<file path="src/logic/acr_pkg.sv">
// shared constants and types for the converter control and result registers
package acr_pkg;
  localparam int          CLK_PERIOD_NS   = 20;
  // settle time after halt wakeup; plain default
  localparam int          WAKE_SETTLE_NS  = 1000;
  localparam int          WAKE_SETTLE_CYC = (WAKE_SETTLE_NS + CLK_PERIOD_NS - 1) / CLK_PERIOD_NS;
  localparam logic [15:0] SETTLE_LAST     = 16'(WAKE_SETTLE_CYC - 1);

  // register indices; byte address is four times the index
  localparam logic [7:0]  IDX_CTRL        = 8'h45;
  localparam logic [7:0]  IDX_RES_HI      = 8'h46;
  localparam logic [7:0]  IDX_RES_LO      = 8'h47;
  localparam logic [11:0] ADDR_CTRL       = {2'h0, IDX_CTRL, 2'h0};
  localparam logic [11:0] ADDR_RES_HI     = {2'h0, IDX_RES_HI, 2'h0};
  localparam logic [11:0] ADDR_RES_LO     = {2'h0, IDX_RES_LO, 2'h0};

  localparam logic [7:0]  CTRL_RST        = 8'h00;
  localparam logic [9:0]  RES_RST         = 10'h000;
  localparam logic [1:0]  DIV_RST         = 2'h0;
  localparam logic [1:0]  DIV4_LAST       = 2'h3;

  // control register layout, msb first
  typedef struct packed {
    logic       eoc;
    logic       speed;
    logic       enable;
    logic       slow;
    logic [3:0] input_select;
  } acr_ctrl_s;

  // request bundle toward the analogue core
  typedef struct packed {
    logic       enable;
    logic       clk_tick;
    logic       start;
    logic       abort;
    logic [3:0] input_select;
  } acr_core_req_s;

  typedef enum logic [2:0] {
    ST_IDLE   = 3'b001,
    ST_SETTLE = 3'b010,
    ST_CONV   = 3'b100
  } acr_state_e;
endpackage

</file>
<file path="src/logic/acr_adc_ctrl.sv">
// converter control, clock divider, result lock and apb register slave
// Functional notes
// - channel change mid-conversion aborts it, clears done flag, restarts on new channel
// - reading low result byte locks both result bytes
// - lock released by reading high result byte or clearing converter enable
// - while locked, results keep their sample; new ones load after high read
// - done flag set on completion, cleared by high read or control write
// - slow/speed pick converter clock: /2, undivided, /4, /2
// - enable clear stops conversion; enable set starts converting
// - four-bit input select picks analogue input 0 to 15
// - high byte shows result 9:2; low byte shows 1:0, upper bits zero
// - control bits read/write except read-only done flag; result bytes read-only
// - all three registers read zero after reset
// - cpu wait mode leaves conversion running
// - halt disables converter; controller waits a settle time after wakeup
// - enabled converter converts the selected input continuously
//
// Our own choice: the APB interface to the registers.
`timescale 1ns/100ps
`default_nettype none
module acr_adc_ctrl
  import acr_pkg::*;
(
  input  wire logic                   pclk,        // apb clock, 50 MHz
  input  wire logic                   presetn,     // async reset, active low
  input  wire logic                   psel,        // apb select
  input  wire logic                   penable,     // apb access phase
  input  wire logic                   pwrite,      // apb direction
  input  wire logic [11:0]            paddr,       // apb byte address
  input  wire logic [31:0]            pwdata,      // apb write data
  output logic      [31:0]            prdata,      // apb read data
  output logic                        pready,      // apb ready
  output logic                        pslverr,     // apb error on unmapped address
  input  wire logic                   halt_mode,   // cpu in halt
  input  wire logic [9:0]             sample_data, // finished sample from core
  input  wire logic                   sample_done, // one-cycle completion strobe
  output acr_pkg::acr_core_req_s      core_req     // control toward analogue core
);
  import acr_pkg::*;

  acr_ctrl_s     ctrl_q, ctrl_d;
  acr_state_e    state_q, state_d;
  acr_core_req_s req_q, req_d;
  logic [9:0]    res_q, res_d;
  logic          lock_q, lock_d;
  logic          wake_pend_q, wake_pend_d;
  logic [15:0]   settle_q, settle_d;
  logic [1:0]    div_q, div_d;
  logic [31:0]   rdata_q, rdata_d;
  logic          err_q, err_d;

  logic access, setup, wr_ctrl, rd_hi, rd_lo, en_new, chan_change, done_ok, cap, tick;

  assign pready  = 1'b1;
  assign prdata  = rdata_q;
  assign pslverr = err_q;
  assign core_req = req_q;

  always_comb begin
    // bus and strobe decode
    access      = psel & penable;
    setup       = psel & ~penable;
    wr_ctrl     = access & pwrite & (paddr == ADDR_CTRL);
    rd_hi       = access & ~pwrite & (paddr == ADDR_RES_HI);
    rd_lo       = access & ~pwrite & (paddr == ADDR_RES_LO);
    en_new      = wr_ctrl ? pwdata[5] : ctrl_q.enable;
    chan_change = wr_ctrl & (pwdata[3:0] != ctrl_q.input_select) & (state_q == ST_CONV);
    // a strobe racing a channel change belongs to the old input, so drop it
    done_ok     = sample_done & (state_q == ST_CONV) & ~chan_change;

  end

  always_comb begin
    // control register; done flag never written by software
    ctrl_d = ctrl_q;
    if (wr_ctrl) begin
      ctrl_d.speed        = pwdata[6];
      ctrl_d.enable       = pwdata[5];
      ctrl_d.slow         = pwdata[4];
      ctrl_d.input_select = pwdata[3:0];
    end
    // set beats clear when completion and clear meet
    if (done_ok)
      ctrl_d.eoc = 1'b1;
    else if (wr_ctrl | rd_hi)
      ctrl_d.eoc = 1'b0;

  end

  always_comb begin
    // result lock keeps the two bytes from one sample
    if (rd_hi | ~en_new)
      lock_d = 1'b0;
    else if (rd_lo)
      lock_d = 1'b1;
    else
      lock_d = lock_q;
    // the high read that unlocks may admit the sample arriving with it
    cap   = done_ok & (~lock_q | rd_hi);
    res_d = cap ? sample_data : res_q;

  end

  always_comb begin
    // converter clock divider
    div_d = (state_q == ST_IDLE) ? DIV_RST : div_q + 2'h1;
    if (ctrl_q.speed & ~ctrl_q.slow)
      tick = 1'b1;
    else if (ctrl_q.slow & ~ctrl_q.speed)
      tick = (div_q == DIV4_LAST);
    else
      tick = div_q[0];

  end

  always_comb begin
    // one-hot sequencer; halt overrides every other request
    state_d     = state_q;
    settle_d    = settle_q;
    wake_pend_d = halt_mode ? 1'b1 : wake_pend_q;
    req_d       = '0;
    case (state_q)
      ST_IDLE: begin
        if (en_new & ~halt_mode) begin
          if (wake_pend_q) begin
            state_d  = ST_SETTLE;
            settle_d = 16'h0000;
          end else begin
            state_d     = ST_CONV;
            req_d.start = 1'b1;
          end
        end
      end
      ST_SETTLE: begin
        if (~en_new | halt_mode) begin
          state_d = ST_IDLE;
        end else if (settle_q == SETTLE_LAST) begin
          state_d     = ST_CONV;
          req_d.start = 1'b1;
          wake_pend_d = 1'b0;
        end else begin
          settle_d = settle_q + 16'h0001;
        end
      end
      ST_CONV: begin
        if (~en_new | halt_mode) begin
          state_d     = ST_IDLE;
          req_d.abort = 1'b1;
        end else if (chan_change) begin
          req_d.abort = 1'b1;
          req_d.start = 1'b1;
        end else if (done_ok) begin
          req_d.start = 1'b1;
        end
      end
      default: begin
        state_d = ST_IDLE;
      end
    endcase
    // wait mode has no say here, so conversion keeps running through it
    req_d.enable       = (state_d != ST_IDLE);
    req_d.clk_tick     = tick & (state_q != ST_IDLE);
    req_d.input_select = ctrl_d.input_select;

  end

  always_comb begin
    // read data is prepared in the setup phase so the slave never waits
    rdata_d = rdata_q;
    err_d   = err_q;
    if (setup) begin
      err_d = ~pwrite & (paddr != ADDR_CTRL) & (paddr != ADDR_RES_HI) & (paddr != ADDR_RES_LO);
      err_d = err_d | (pwrite & (paddr != ADDR_CTRL) & (paddr != ADDR_RES_HI)
                       & (paddr != ADDR_RES_LO));
      case (paddr)
        ADDR_CTRL:   rdata_d = {24'h000000, ctrl_q};
        ADDR_RES_HI: rdata_d = {24'h000000, res_q[9:2]};
        ADDR_RES_LO: rdata_d = {30'h00000000, res_q[1:0]};
        default:     rdata_d = 32'h00000000;
      endcase
    end
  end

  // control register
  always_ff @(posedge pclk or negedge presetn) begin
    if (!presetn) begin
      ctrl_q <= acr_ctrl_s'(CTRL_RST);
    end else begin
      ctrl_q <= ctrl_d;
    end
  end

  // result bytes and their lock
  always_ff @(posedge pclk or negedge presetn) begin
    if (!presetn) begin
      res_q  <= RES_RST;
      lock_q <= 1'b0;
    end else begin
      res_q  <= res_d;
      lock_q <= lock_d;
    end
  end

  // converter clock divider
  always_ff @(posedge pclk or negedge presetn) begin
    if (!presetn) begin
      div_q <= DIV_RST;
    end else begin
      div_q <= div_d;
    end
  end

  // sequencer and requests toward the core
  always_ff @(posedge pclk or negedge presetn) begin
    if (!presetn) begin
      state_q     <= ST_IDLE;
      req_q       <= '0;
      wake_pend_q <= 1'b0;
      settle_q    <= 16'h0000;
    end else begin
      state_q     <= state_d;
      req_q       <= req_d;
      wake_pend_q <= wake_pend_d;
      settle_q    <= settle_d;
    end
  end

  // held until the next setup so the access phase sees a stable word
  always_ff @(posedge pclk or negedge presetn) begin
    if (!presetn) begin
      rdata_q <= 32'h00000000;
      err_q   <= 1'b0;
    end else begin
      rdata_q <= rdata_d;
      err_q   <= err_d;
    end
  end
endmodule
`default_nettype wire

</file>
<file path="config.mk">
export PLATFORM = sky130hd
export DESIGN_NAME = acr_adc_ctrl
export DESIGN_NICKNAME = d
export VERILOG_FILES = /design/src/logic/acr_pkg.sv /design/src/logic/acr_adc_ctrl.sv
export SDC_FILE = /design/constraint.sdc
export NUM_CORES = 1
export LEC_CHECK = 0
export BUFFER_PORTS_ARGS = -buffer_cell sky130_fd_sc_hd__clkbuf_2
export CAP_MARGIN = 25
export CORE_UTILIZATION = 54
export DETAILED_ROUTE_END_ITERATION = 10
export PLACE_DENSITY = 0.86
export SLEW_MARGIN = 15
export SYNTH_ARGS = -nofsm -noshare
export SYNTH_HDL_FRONTEND = slang
export SYNTH_SLANG_ARGS = --single-unit
</file>
<file path="constraint.sdc">
create_clock -name pclk -period 3.48 [get_ports pclk]
set_input_delay 0 -clock pclk [delete_from_list [all_inputs] [get_ports pclk]]
set_output_delay 0 -clock pclk [all_outputs]
set_load 0.05 [all_outputs]
</file>
# [Word level (Yosys, flattened, before mapping)]
# Cells that the tools add are included.
[classes] addsub=2 n_eq_ne=18 muxes=35 bitwise_logic=35 n_reduce_logical=4
[op_table] op="16-bit 2-to-1 mux" n=4
[op_table] op="12-bit by 9-bit == test with 1-bit output (second input constant)" n=3
[op_table] op="12-bit by 9-bit != test with 1-bit output (second input constant)" n=3
[op_table] op="16-bit case mux with 2 select lines" n=1
[op_table] op="8-bit case mux with 3 select lines" n=1
[op_table] op="1-bit AND" n=22
[op_table] op="1-bit 2-to-1 mux" n=21
[op_table] op="16-bit by 1-bit adder with 16-bit output (second input constant)" n=1
[op_table] op="16-bit by 6-bit == test with 1-bit output (second input constant)" n=1
[op_table] op="3-bit 2-to-1 mux" n=5
[op_table] op="3-bit case mux with 3 select lines" n=1
[op_table] op="1-bit NOT" n=8
[op_table] op="2-bit != test (second input constant)" n=3
[op_table] op="3-bit by 1-bit != test with 1-bit output (second input constant)" n=2
[op_table] op="2-bit nonzero test" n=3
[op_table] op="1-bit bitwise OR" n=5
[op_table] op="5-bit AND reduction" n=1
[op_table] op="4-bit != test" n=1
[op_table] op="3-bit by 1-bit == test with 1-bit output (second input constant)" n=1
[op_table] op="3-bit by 2-bit == test with 1-bit output (second input constant)" n=1
[op_table] op="3-bit == test (second input constant)" n=1
[op_table] op="1-bit case mux with 3 select lines" n=1
[op_table] op="2-bit by 1-bit adder with 2-bit output (second input constant)" n=1
[op_table] op="2-bit == test (second input constant)" n=1
[op_table] op="2 further kinds" n=2
[word_totals] regBits=78 inputBits=61 out_inout_bits=42 elab_cells=111

# [Logic depth before layout (Yosys ltp)]
# Gate-level depths: netlist of the first run.
[logic_depth] depth_word=11 depth_mapped=8 depth_no_buf=7

# [Worst setup path before layout of the first run]
# OpenSTA, ideal clock, no wires.
[synth_path] path_type="input port to flip-flop" from="input port paddr[5]" to="register settle_q[14]" setup_time_ns=0.083 arrival_time_ns=2.063 required_time_ns=3.397 path_slack_ns=1.335 cell_stages=5 n_path_buf=0 cell_sequence="or4b_1 > nor4_4 > mux2_2 > or4_1 > o21ai_0"
[synth_via] elab_chain_cells=7 word_cells_on_any_way=9 cone_classes="eq/ne (3); mux (1); bitwise (4); reduce/logical (1)"
[synth_rtl] item="start: declaration" line="acr_adc_ctrl.sv:29" source="input wire logic [11:0] paddr,"
[synth_rtl] item="12-bit by 9-bit == test with 1-bit output (*)" line="acr_adc_ctrl.sv:63" source="wr_ctrl = access & pwrite & (paddr == ADDR_CTRL);"
[synth_rtl] item="1-bit AND (*)" line="acr_adc_ctrl.sv:63"
[synth_rtl] item="1-bit 2-to-1 mux (*)" line="acr_adc_ctrl.sv:66" source="en_new = wr_ctrl ? pwdata[5] : ctrl_q.enable;"
[synth_rtl] item="1-bit NOT" line="acr_adc_ctrl.sv:135" source="if (~en_new | halt_mode) begin"
[synth_rtl] item="1-bit bitwise OR" line="acr_adc_ctrl.sv:135"
[synth_rtl] item="2-bit != test (no line)"
[synth_rtl] item="5-bit AND reduction (no line) (*)"
[synth_rtl] item="end signal: assignment" line="acr_adc_ctrl.sv:224" source="settle_q <= settle_d;"
[synth_rtl] item="end: declaration" line="acr_adc_ctrl.sv:47" source="logic [15:0] settle_q, settle_d;"
# Every way passes the cells marked *; elsewhere a longest branch is shown, timed or not.
# A chain may end at the register's enable or synchronous reset.

# [Worst setup path after layout of the first run]
[layout_path] from="register settle_q[1]" to="register settle_q[1]"
[layout_via] elab_chain_cells=4 word_cells_on_any_way=7 cone_classes="add/sub (1); eq/ne (2); mux (3); reduce/logical (1)"
[layout_rtl] item="16-bit by 1-bit adder with 16-bit output" line="acr_adc_ctrl.sv:142" source="settle_d = settle_q + 16'h0001;"
[layout_rtl] item="16-bit 2-to-1 mux" line="acr_adc_ctrl.sv:137" source="end else if (settle_q == SETTLE_LAST) begin"
[layout_rtl] item="16-bit 2-to-1 mux" line="acr_adc_ctrl.sv:135"
[layout_rtl] item="16-bit case mux with 2 select lines" line="acr_adc_ctrl.sv:122" source="case (state_q)"
# Several ways; a longest one is shown, not always the timed one. The select of a mux whose other input is x is not followed.

==> results of run 1 <==
kinds of logic after synthesis:
| kind of cell | count (synthesis) | synth area share |
|---|---|---|
| adders and majority gates | 3 | 0.01259 |
| other | 2 | 0.002518 |
| xor gates and xnor gates | 5 | 0.01468 |
| and+or+nand+nor | 109 | 0.1921 |
| AOI/OAI and AO/OA | 67 | 0.1502 |
| buffers and inverters | 49 | 0.09941 |
| muxes | 17 | 0.07508 |
| DFF | 54 | 0.4534 |
per-layer routing:
metal	up-vias	GRT usage	routed length, um
met1	1184	0.3184	2836
li1	1158	-	-
met3	9	0.03114	258
met4	0	0.05962	70
met5	-	0	0
met2	65	0.3919	3320
layout make-up:
class                   instances  area, sq um
fillers                       420         1732
multi-input cells             226         1420
flip-flops and latches         54         1353
repair buffers                 74        473.0
well taps                      70        87.58
clock buffers                   6        72.57
clock inverters                 2        37.54
inverters                       8        30.03
metrics by stage:
step / setup slack (ns) / hold WS [ns] / total power, mW
detailed placement: 1.154 / -0.1555 / 0.7653
global placement: 1.169 / -0.1600 / 0.7633
finish: 1.082 / 0.04568 / 1.187
CTS: 1.132 / 0.04065 / 1.193
global route: 0.8517 / 0.05515 / 1.231
floorplan: 1.335 / -0.2956 / 0.7464
flip-flops by register name (all words and copies together) (netlist names):
signal	flops
wake_pend_q	1
settle_q	16
state_q	3
core_req	8
pslverr	1
lock_q	1
prdata	8
div_q	2
res_q	10
ctrl_q	4
what timing repair did:
item,in CTS,in global routing
hold buffers,19,0
endpoints found under the hold margin,71,0
gates resized for setup,0,0
final timing paths:
check	to	slack, ns	depth (start not counted)
setup / recovery	settle_q[1]	1.08	7
max in group asynchronous	lock_q	2.58	3
hold / removal	core_req[5]	0.05	4
setup reg to reg	settle_q[1]	1.08	7
hold reg to reg	div_q[0]	0.47	1
min in group asynchronous	prdata[7]	0.06	2
power groups by stage:
stage / combinational [mW] / clock (mW) / sequential [mW]
floorplan: 0.0983 / 0 / 0.648
global placement: 0.120 / 0 / 0.643
detailed placement: 0.122 / 0 / 0.643
CTS: 0.139 / 0.422 / 0.631
global route: 0.150 / 0.449 / 0.632
finish: 0.140 / 0.416 / 0.631
layout by cell type, fill, tap and decap left out, types with 2 or more instances in the layout:
cell and n:
nor3b_1 2, nor4_1 2, nand3b_1 2, a22oi_1 8
buf_4 3, nand3_1 9, mux2_2 3, and2_1 2
nor2_1 17, mux2_4 10, mux2i_1 4, dfrtp_1 53
o21ai_0 19, conb_1 25, clkbuf_2 52, o21ai_1 3
or4b_1 2, nor4b_1 2, a31oi_1 5, nor2b_1 5
or4_1 3, clkbuf_8 5, xor2_1 4, nand2b_1 4
o31ai_1 14, inv_1 8, dlygate4sd3_1 19, nand4_1 5
ha_1 3, nor3_1 3, nand4b_1 2, a21oi_1 8
nand2_1 42
tightest hold or removal path, cell delays in order:
cell      delay, ns
clkbuf_2       0.08
inv_1          0.06
a21o_1         0.11
a21oi_1        0.06
==> metrics.txt, run 1 <==
Highest Clock Rate=417.0 MHz; Antenna Diode Count=0; Post-DP Area=0.003173 sq mm; Detailed Place HPWL=4.460 mm; critical path cell sequence=inv_1, ha_1, or4b_1, nor4_1, nor2b_1, o21a_1, o22ai_1; vias per inst=5.491; TritonCTS clock tree=done; Vias=2,416; dpl cells=413; Setup Fix Bufs, Post-CTS=0; Max FO, Critical Path=5; Slowest-stage cell, CP=nor4_1; Synth cell types=50; Setup TNS Final=0 ns; Max-slew headroom=0.4413; DIE AREA=0.005825 sq mm; Synth top area share=0.4446; num ports=103; sequential cell area fraction in the yosys report=0.4534; final setup fails=0; outcome=finished, final reports clean; RSZ-0062 raised after global routing=no; critical path class=flip-flop to flip-flop; Buf+Inv Stages, Crit Path=1; Max VDD drop=0.2161 mV; post-route cell area=0.003473 sq mm; IO Port Bufs=52; pin count of the biggest net entering global routing=49; Worst-Skew Late Latency=0.30 ns; Reg power frac=0.532; core footprint=0.005205 sq mm; cell with the most instances after synthesis=dfrtp_1; CP startpoint=settle_q[1]; layout cell share with drive strength beyond 1=0.2189; Cell Rows=26; CP Capture Type=flip-flop; EDFF count, synth=0; reg-to-reg startpoint=settle_q[1]; Synth area leader=dfrtp_1; Critical Path RT=3.70 ns; switching share of power=0.2578; fin nets=433; Worst-path clk slew=0.09 ns; global placer's final weighted congestion=0.8625; internal power=881.1 uW; sw power=306.0 uW; Hold Fails Final Rpt=0; CTS Buffer Depth=2; largest stage delay on the critical path=0.68 ns; Startpoint Class=flip-flop; CP top delay family=simple AND/OR/NAND/NOR gates; area delta synth->final=16.44%; Num CTS Buffers=5; Post-Route Skew=0.01343 ns; DRT Pass-1 Iters=5; Clock Power Share=0.350; WL/cell=14.74 um; final core utilization=0.6673; DR DRC count=0; vias in the first global route=2,309; Syn Area/Cell=9.748 sq um; Warnings, synthesis=0; fin crit share=0.6892; Cell Count, Final, Fillers Out=440; Yosys reg bits=54; Initial DRC Count=191; Synth Flop Type=dfrtp_1; Slew @ Worst Pin=0.8362 ns; H-Tree Depth=2; DRT Wirelength=6.485 mm; Slew Limit Fails=0; Die Span Y=76.32 um; initial antenna violation count=0; Power Dens Cells=341.8 mW/mm^2; clk root buf=clkbuf_8; GRT overflow=0; Clock Sinks=54; All-Layer GR Usage=0.2331; Initial Utilization=0.5731; HP Start=sample_done; leakage power=1.663 nW; min-delay worst type=input pin to flip-flop; CP arrival=2.62 ns; first-pass GRT wire length=10.92 mm; largest cells by area after synthesis=dfrtp_1 44%, buf_4 7.6%, nand2_1 5.3%; Gate Count Post-Synth=306; max cap viols=0; Comb power frac=0.118; antenna-violating nets left=0; synth cell count leaders=53 x dfrtp_1, 42 x nand2_1, 30 x buf_4, 19 x o21ai_0, 17 x nor2_1; Final min period=2.398 ns; synthesized area=0.002983 sq mm; die width=76.32 um; Async S/R FF share, synth=1.000
(Power assumes the default switching activity.)
==> inputs of run 2 (changes only) <==
--- a/config.mk
+++ b/config.mk
@@ -5,11 +5,12 @@
 export SDC_FILE = /design/constraint.sdc
 export NUM_CORES = 1
 export LEC_CHECK = 0
+export ABC_AREA = 1
 export BUFFER_PORTS_ARGS = -buffer_cell sky130_fd_sc_hd__clkbuf_2
 export CAP_MARGIN = 25
-export CORE_UTILIZATION = 54
+export CORE_UTILIZATION = 47
 export DETAILED_ROUTE_END_ITERATION = 10
-export PLACE_DENSITY = 0.86
+export PLACE_DENSITY = 0.78
 export SLEW_MARGIN = 15
 export SYNTH_ARGS = -nofsm -noshare
 export SYNTH_HDL_FRONTEND = slang
==> constraint.sdc (replaced) <==
create_clock -name pclk -period 2 [get_ports pclk]
set_input_delay 0 -clock pclk [delete_from_list [all_inputs] [get_ports pclk]]
set_output_delay 0 -clock pclk [all_outputs]
set_load 0.05 [all_outputs]
==> run 2 against run 1 <==
Effect of this change: global-route usage decreased by 1.9 points; critical path depth increased by 3; clock skew is 0.0033 ns higher; non-clock buffer count is 3 higher; register-to-register slack worse by 0.76 ns; critical path type is now input pin to flip-flop; flip-flop and latch count did not move.
==> metrics.txt, run 2 <==
Clock Sinks=54 (unchanged); min-delay worst type=input pin to flip-flop; IO Port Bufs=52 (unchanged); setup slack after layout=0.2687 ns (-0.8131 ns); commonest cells after routing, fill and taps aside=132 x nand2_1, 53 x dfrtp_1, 52 x clkbuf_2, 51 x nor2_1, 42 x inv_1; Yosys reg bits=54 (unchanged); max cap viols=0 (unchanged); final setup fails=0 (unchanged); Detailed Place HPWL=5.275 mm (+18%); leakage power=1.984 nW (+19%); Hold Fails Final Rpt=0 (unchanged); Cell Count, Final, Fillers Out=584 (+33%); Final min period=1.731 ns; DIE AREA=0.007308 sq mm (+25%); WL/cell=12.10 um (-18%); RSZ-0062 raised after global routing=no; adder-cell share of the synthesized area=0.01146 (-0.001125); Power Dens Cells=532.7 mW/mm^2 (+56%); Highest Clock Rate=577.6 MHz; Post-DP Area=0.003480 sq mm (+9.7%); cell with the most instances after synthesis=nand2_1; reg-to-reg startpoint=state_q[1]; worst r2r dst=res_q[7]; synth cell count leaders=132 x nand2_1, 53 x dfrtp_1, 51 x nor2_1, 42 x inv_1, 32 x buf_4; All-Layer GR Usage=0.2138 (-0.01929); first-pass GRT wire length=12.58 mm (+15%); Cell Rows=30 (+15%); Startpoint Class=input pin; outcome=finished, final reports clean; H-Tree Depth=2 (unchanged); Setup TNS Final=0 ns (unchanged); die width=85.49 um (+12%); global placer's final weighted congestion=0.9139 (+6.0%); Warnings, synthesis=0 (unchanged); EDFF count, synth=0 (unchanged); clk root buf=clkbuf_8; pin count of the biggest net entering global routing=22 (-55%); synthesized area=0.003276 sq mm (+9.8%); Max FO, Critical Path=11 (+6); Slew Limit Fails=0 (unchanged); Vias=2,888 (+20%); post-synthesis mux area share=0 (-0.07508); Synth area leader=dfrtp_1; Critical Path RT=2.20 ns (-1.50 ns); Initial Utilization=0.4848 (-0.08826); post-route cell area=0.003755 sq mm (+8.1%); CTS Buffer Depth=2 (unchanged); area delta synth->final=14.63%; Num CTS Buffers=5 (unchanged); Die Span Y=85.49 um (+12%); Post-Synth Simple-Gate Area=0.3633 (+0.1711); Max VDD drop=0.2822 mV (+31%); DRT Wirelength=7.065 mm (+8.9%); dpl cells=558 (+35%); Worst-Skew Late Latency=0.32 ns (+0.02 ns); TritonCTS clock tree=done; commonest non-fill, non-tap cell in the layout=nand2_1; antenna-violating nets left=0 (unchanged); largest cells by area after synthesis=dfrtp_1 40%, nand2_1 15%, buf_4 7.3%; Initial DRC Count=167 (-13%); biggest regs=settle_q: 16 flops, res_q: 10 flops; Antenna Diode Count=0 (unchanged); Synth top area share=0.4049 (-0.03974); Post-Route Skew=0.01673 ns (+0.003295 ns); core footprint=0.006756 sq mm (+30%); Gate Count Post-Synth=435 (+42%); CP Capture Type=flip-flop; Critical Path Sink=res_q[7]; Synth Area in Compound Gates=0.03361 (-0.1166); DR DRC count=0 (unchanged); vias in the first global route=2,919 (+26%); Worst-path clk slew=0.10 ns (about the same); Setup Fix Bufs, Post-CTS=0 (unchanged); layout cell share with drive strength beyond 1=0.1726 (-0.04630); DRT Pass-1 Iters=4 (-1); num ports=103 (unchanged); sequential cell area fraction in the yosys report=0.4129 (-0.04053); worst hold slack=0.02900 ns (-0.01667 ns); fin crit share=0.8657; Synth cell types=31 (-38%); vias per inst=4.945 (-9.9%); Async S/R FF share, synth=1.000 (unchanged); GRT overflow=0 (unchanged); initial antenna violation count=0 (unchanged); Post-CTS Hold Fix Bufs=18 (-1); most flop-heavy register=settle_q; PostCTS Resize Cnt=0 (unchanged); Synth Flop Type=dfrtp_1; number of flip-flops in the largest register=16 (unchanged); CP startpoint=penable; Reg2Reg Depth=6 (-1); pre-CTS worst setup slack=0.3718 ns (-0.7826 ns); XOR/XNOR share of the synthesized area=0.03476 (+0.02008); critical path class=input pin to flip-flop; largest family of logic cells by synthesized area=simple AND/OR/NAND/NOR gates; Syn Area/Cell=7.530 sq um (-23%); R2R setup slack=0.32 ns (-0.76 ns); CP arrival=1.93 ns (-0.69 ns); fin nets=567 (+31%)
==> run 2: layer usage <==
metal | GRT usage | wire [um] | vias up
li1 | - | - | 1474
met1 | 0.2474 | 3080 | 1321
met2 | 0.3920 | 3536 | 73
met3 | 0.03891 | 248 | 20
met4 | 0.07879 | 199 | 0
met5 | 0 | 0 | -
==> run 2: worst max-delay path: stages <==
cell	delay, ns
dlygate4sd3_1	0.53
clkbuf_2	0.11
inv_1	0.05
nor3_2	0.32
nand3_4	0.17
inv_2	0.18
nand2_1	0.19
buf_4	0.22
nand4_1	0.09
nand2_1	0.06
==> run 2: report_power, final <==
part,total [mW],internal [mW],switching [mW],leakage (nW)
Clock,0.647,0.259,0.389,0.0491
Combinational,0.244,0.0644,0.179,1.22
Sequential,1.11,1.10,0.00651,0.712
==> run 2: layout make-up <==
type | instances | area (sq um)
timing repair buffer | 77 | 493.0
clock buffer | 5 | 68.82
multi-input combinational | 320 | 1545
inverter | 45 | 168.9
sequential | 54 | 1353
fill | 616 | 3002
clock inverter | 3 | 26.28
tap | 80 | 100.1
==> run 2: logic make-up (layout without fill, tap and decap cells) <==
| family | after synthesis | in the layout |
|---|---|---|
| compound gates | 19 | 19 |
| xor+xnor | 13 | 13 |
| fa+ha+maj | 3 | 3 |
| buf+inv | 84 | 130 |
| flops | 54 | 54 |
| other cells | 2 | 25 |
| simple gates | 260 | 260 |
==> run 2: worst min-delay path by stage <==
stage,from,endpoint,slack (ns),depth (start not counted)
floorplan,presetn,core_req[0],-0.30,0
global placement,presetn,prdata[0],-0.07,1
detailed placement,presetn,prdata[3],-0.06,1
CTS,halt_mode,wake_pend_q,0.02,3
global route,halt_mode,state_q[0],0.05,3
finish,pwrite,lock_q,0.03,4
==> run 2: through the flow <==
step	utilization	power [mW]
2_1_floorplan	-	1.310
3_3_place_gp	0.5150	1.342
3_5_place_dp	0.5150	1.346
4_1_cts	0.5557	2.024
5_1_grt	0.5557	2.080
6_report	0.5557	2.000
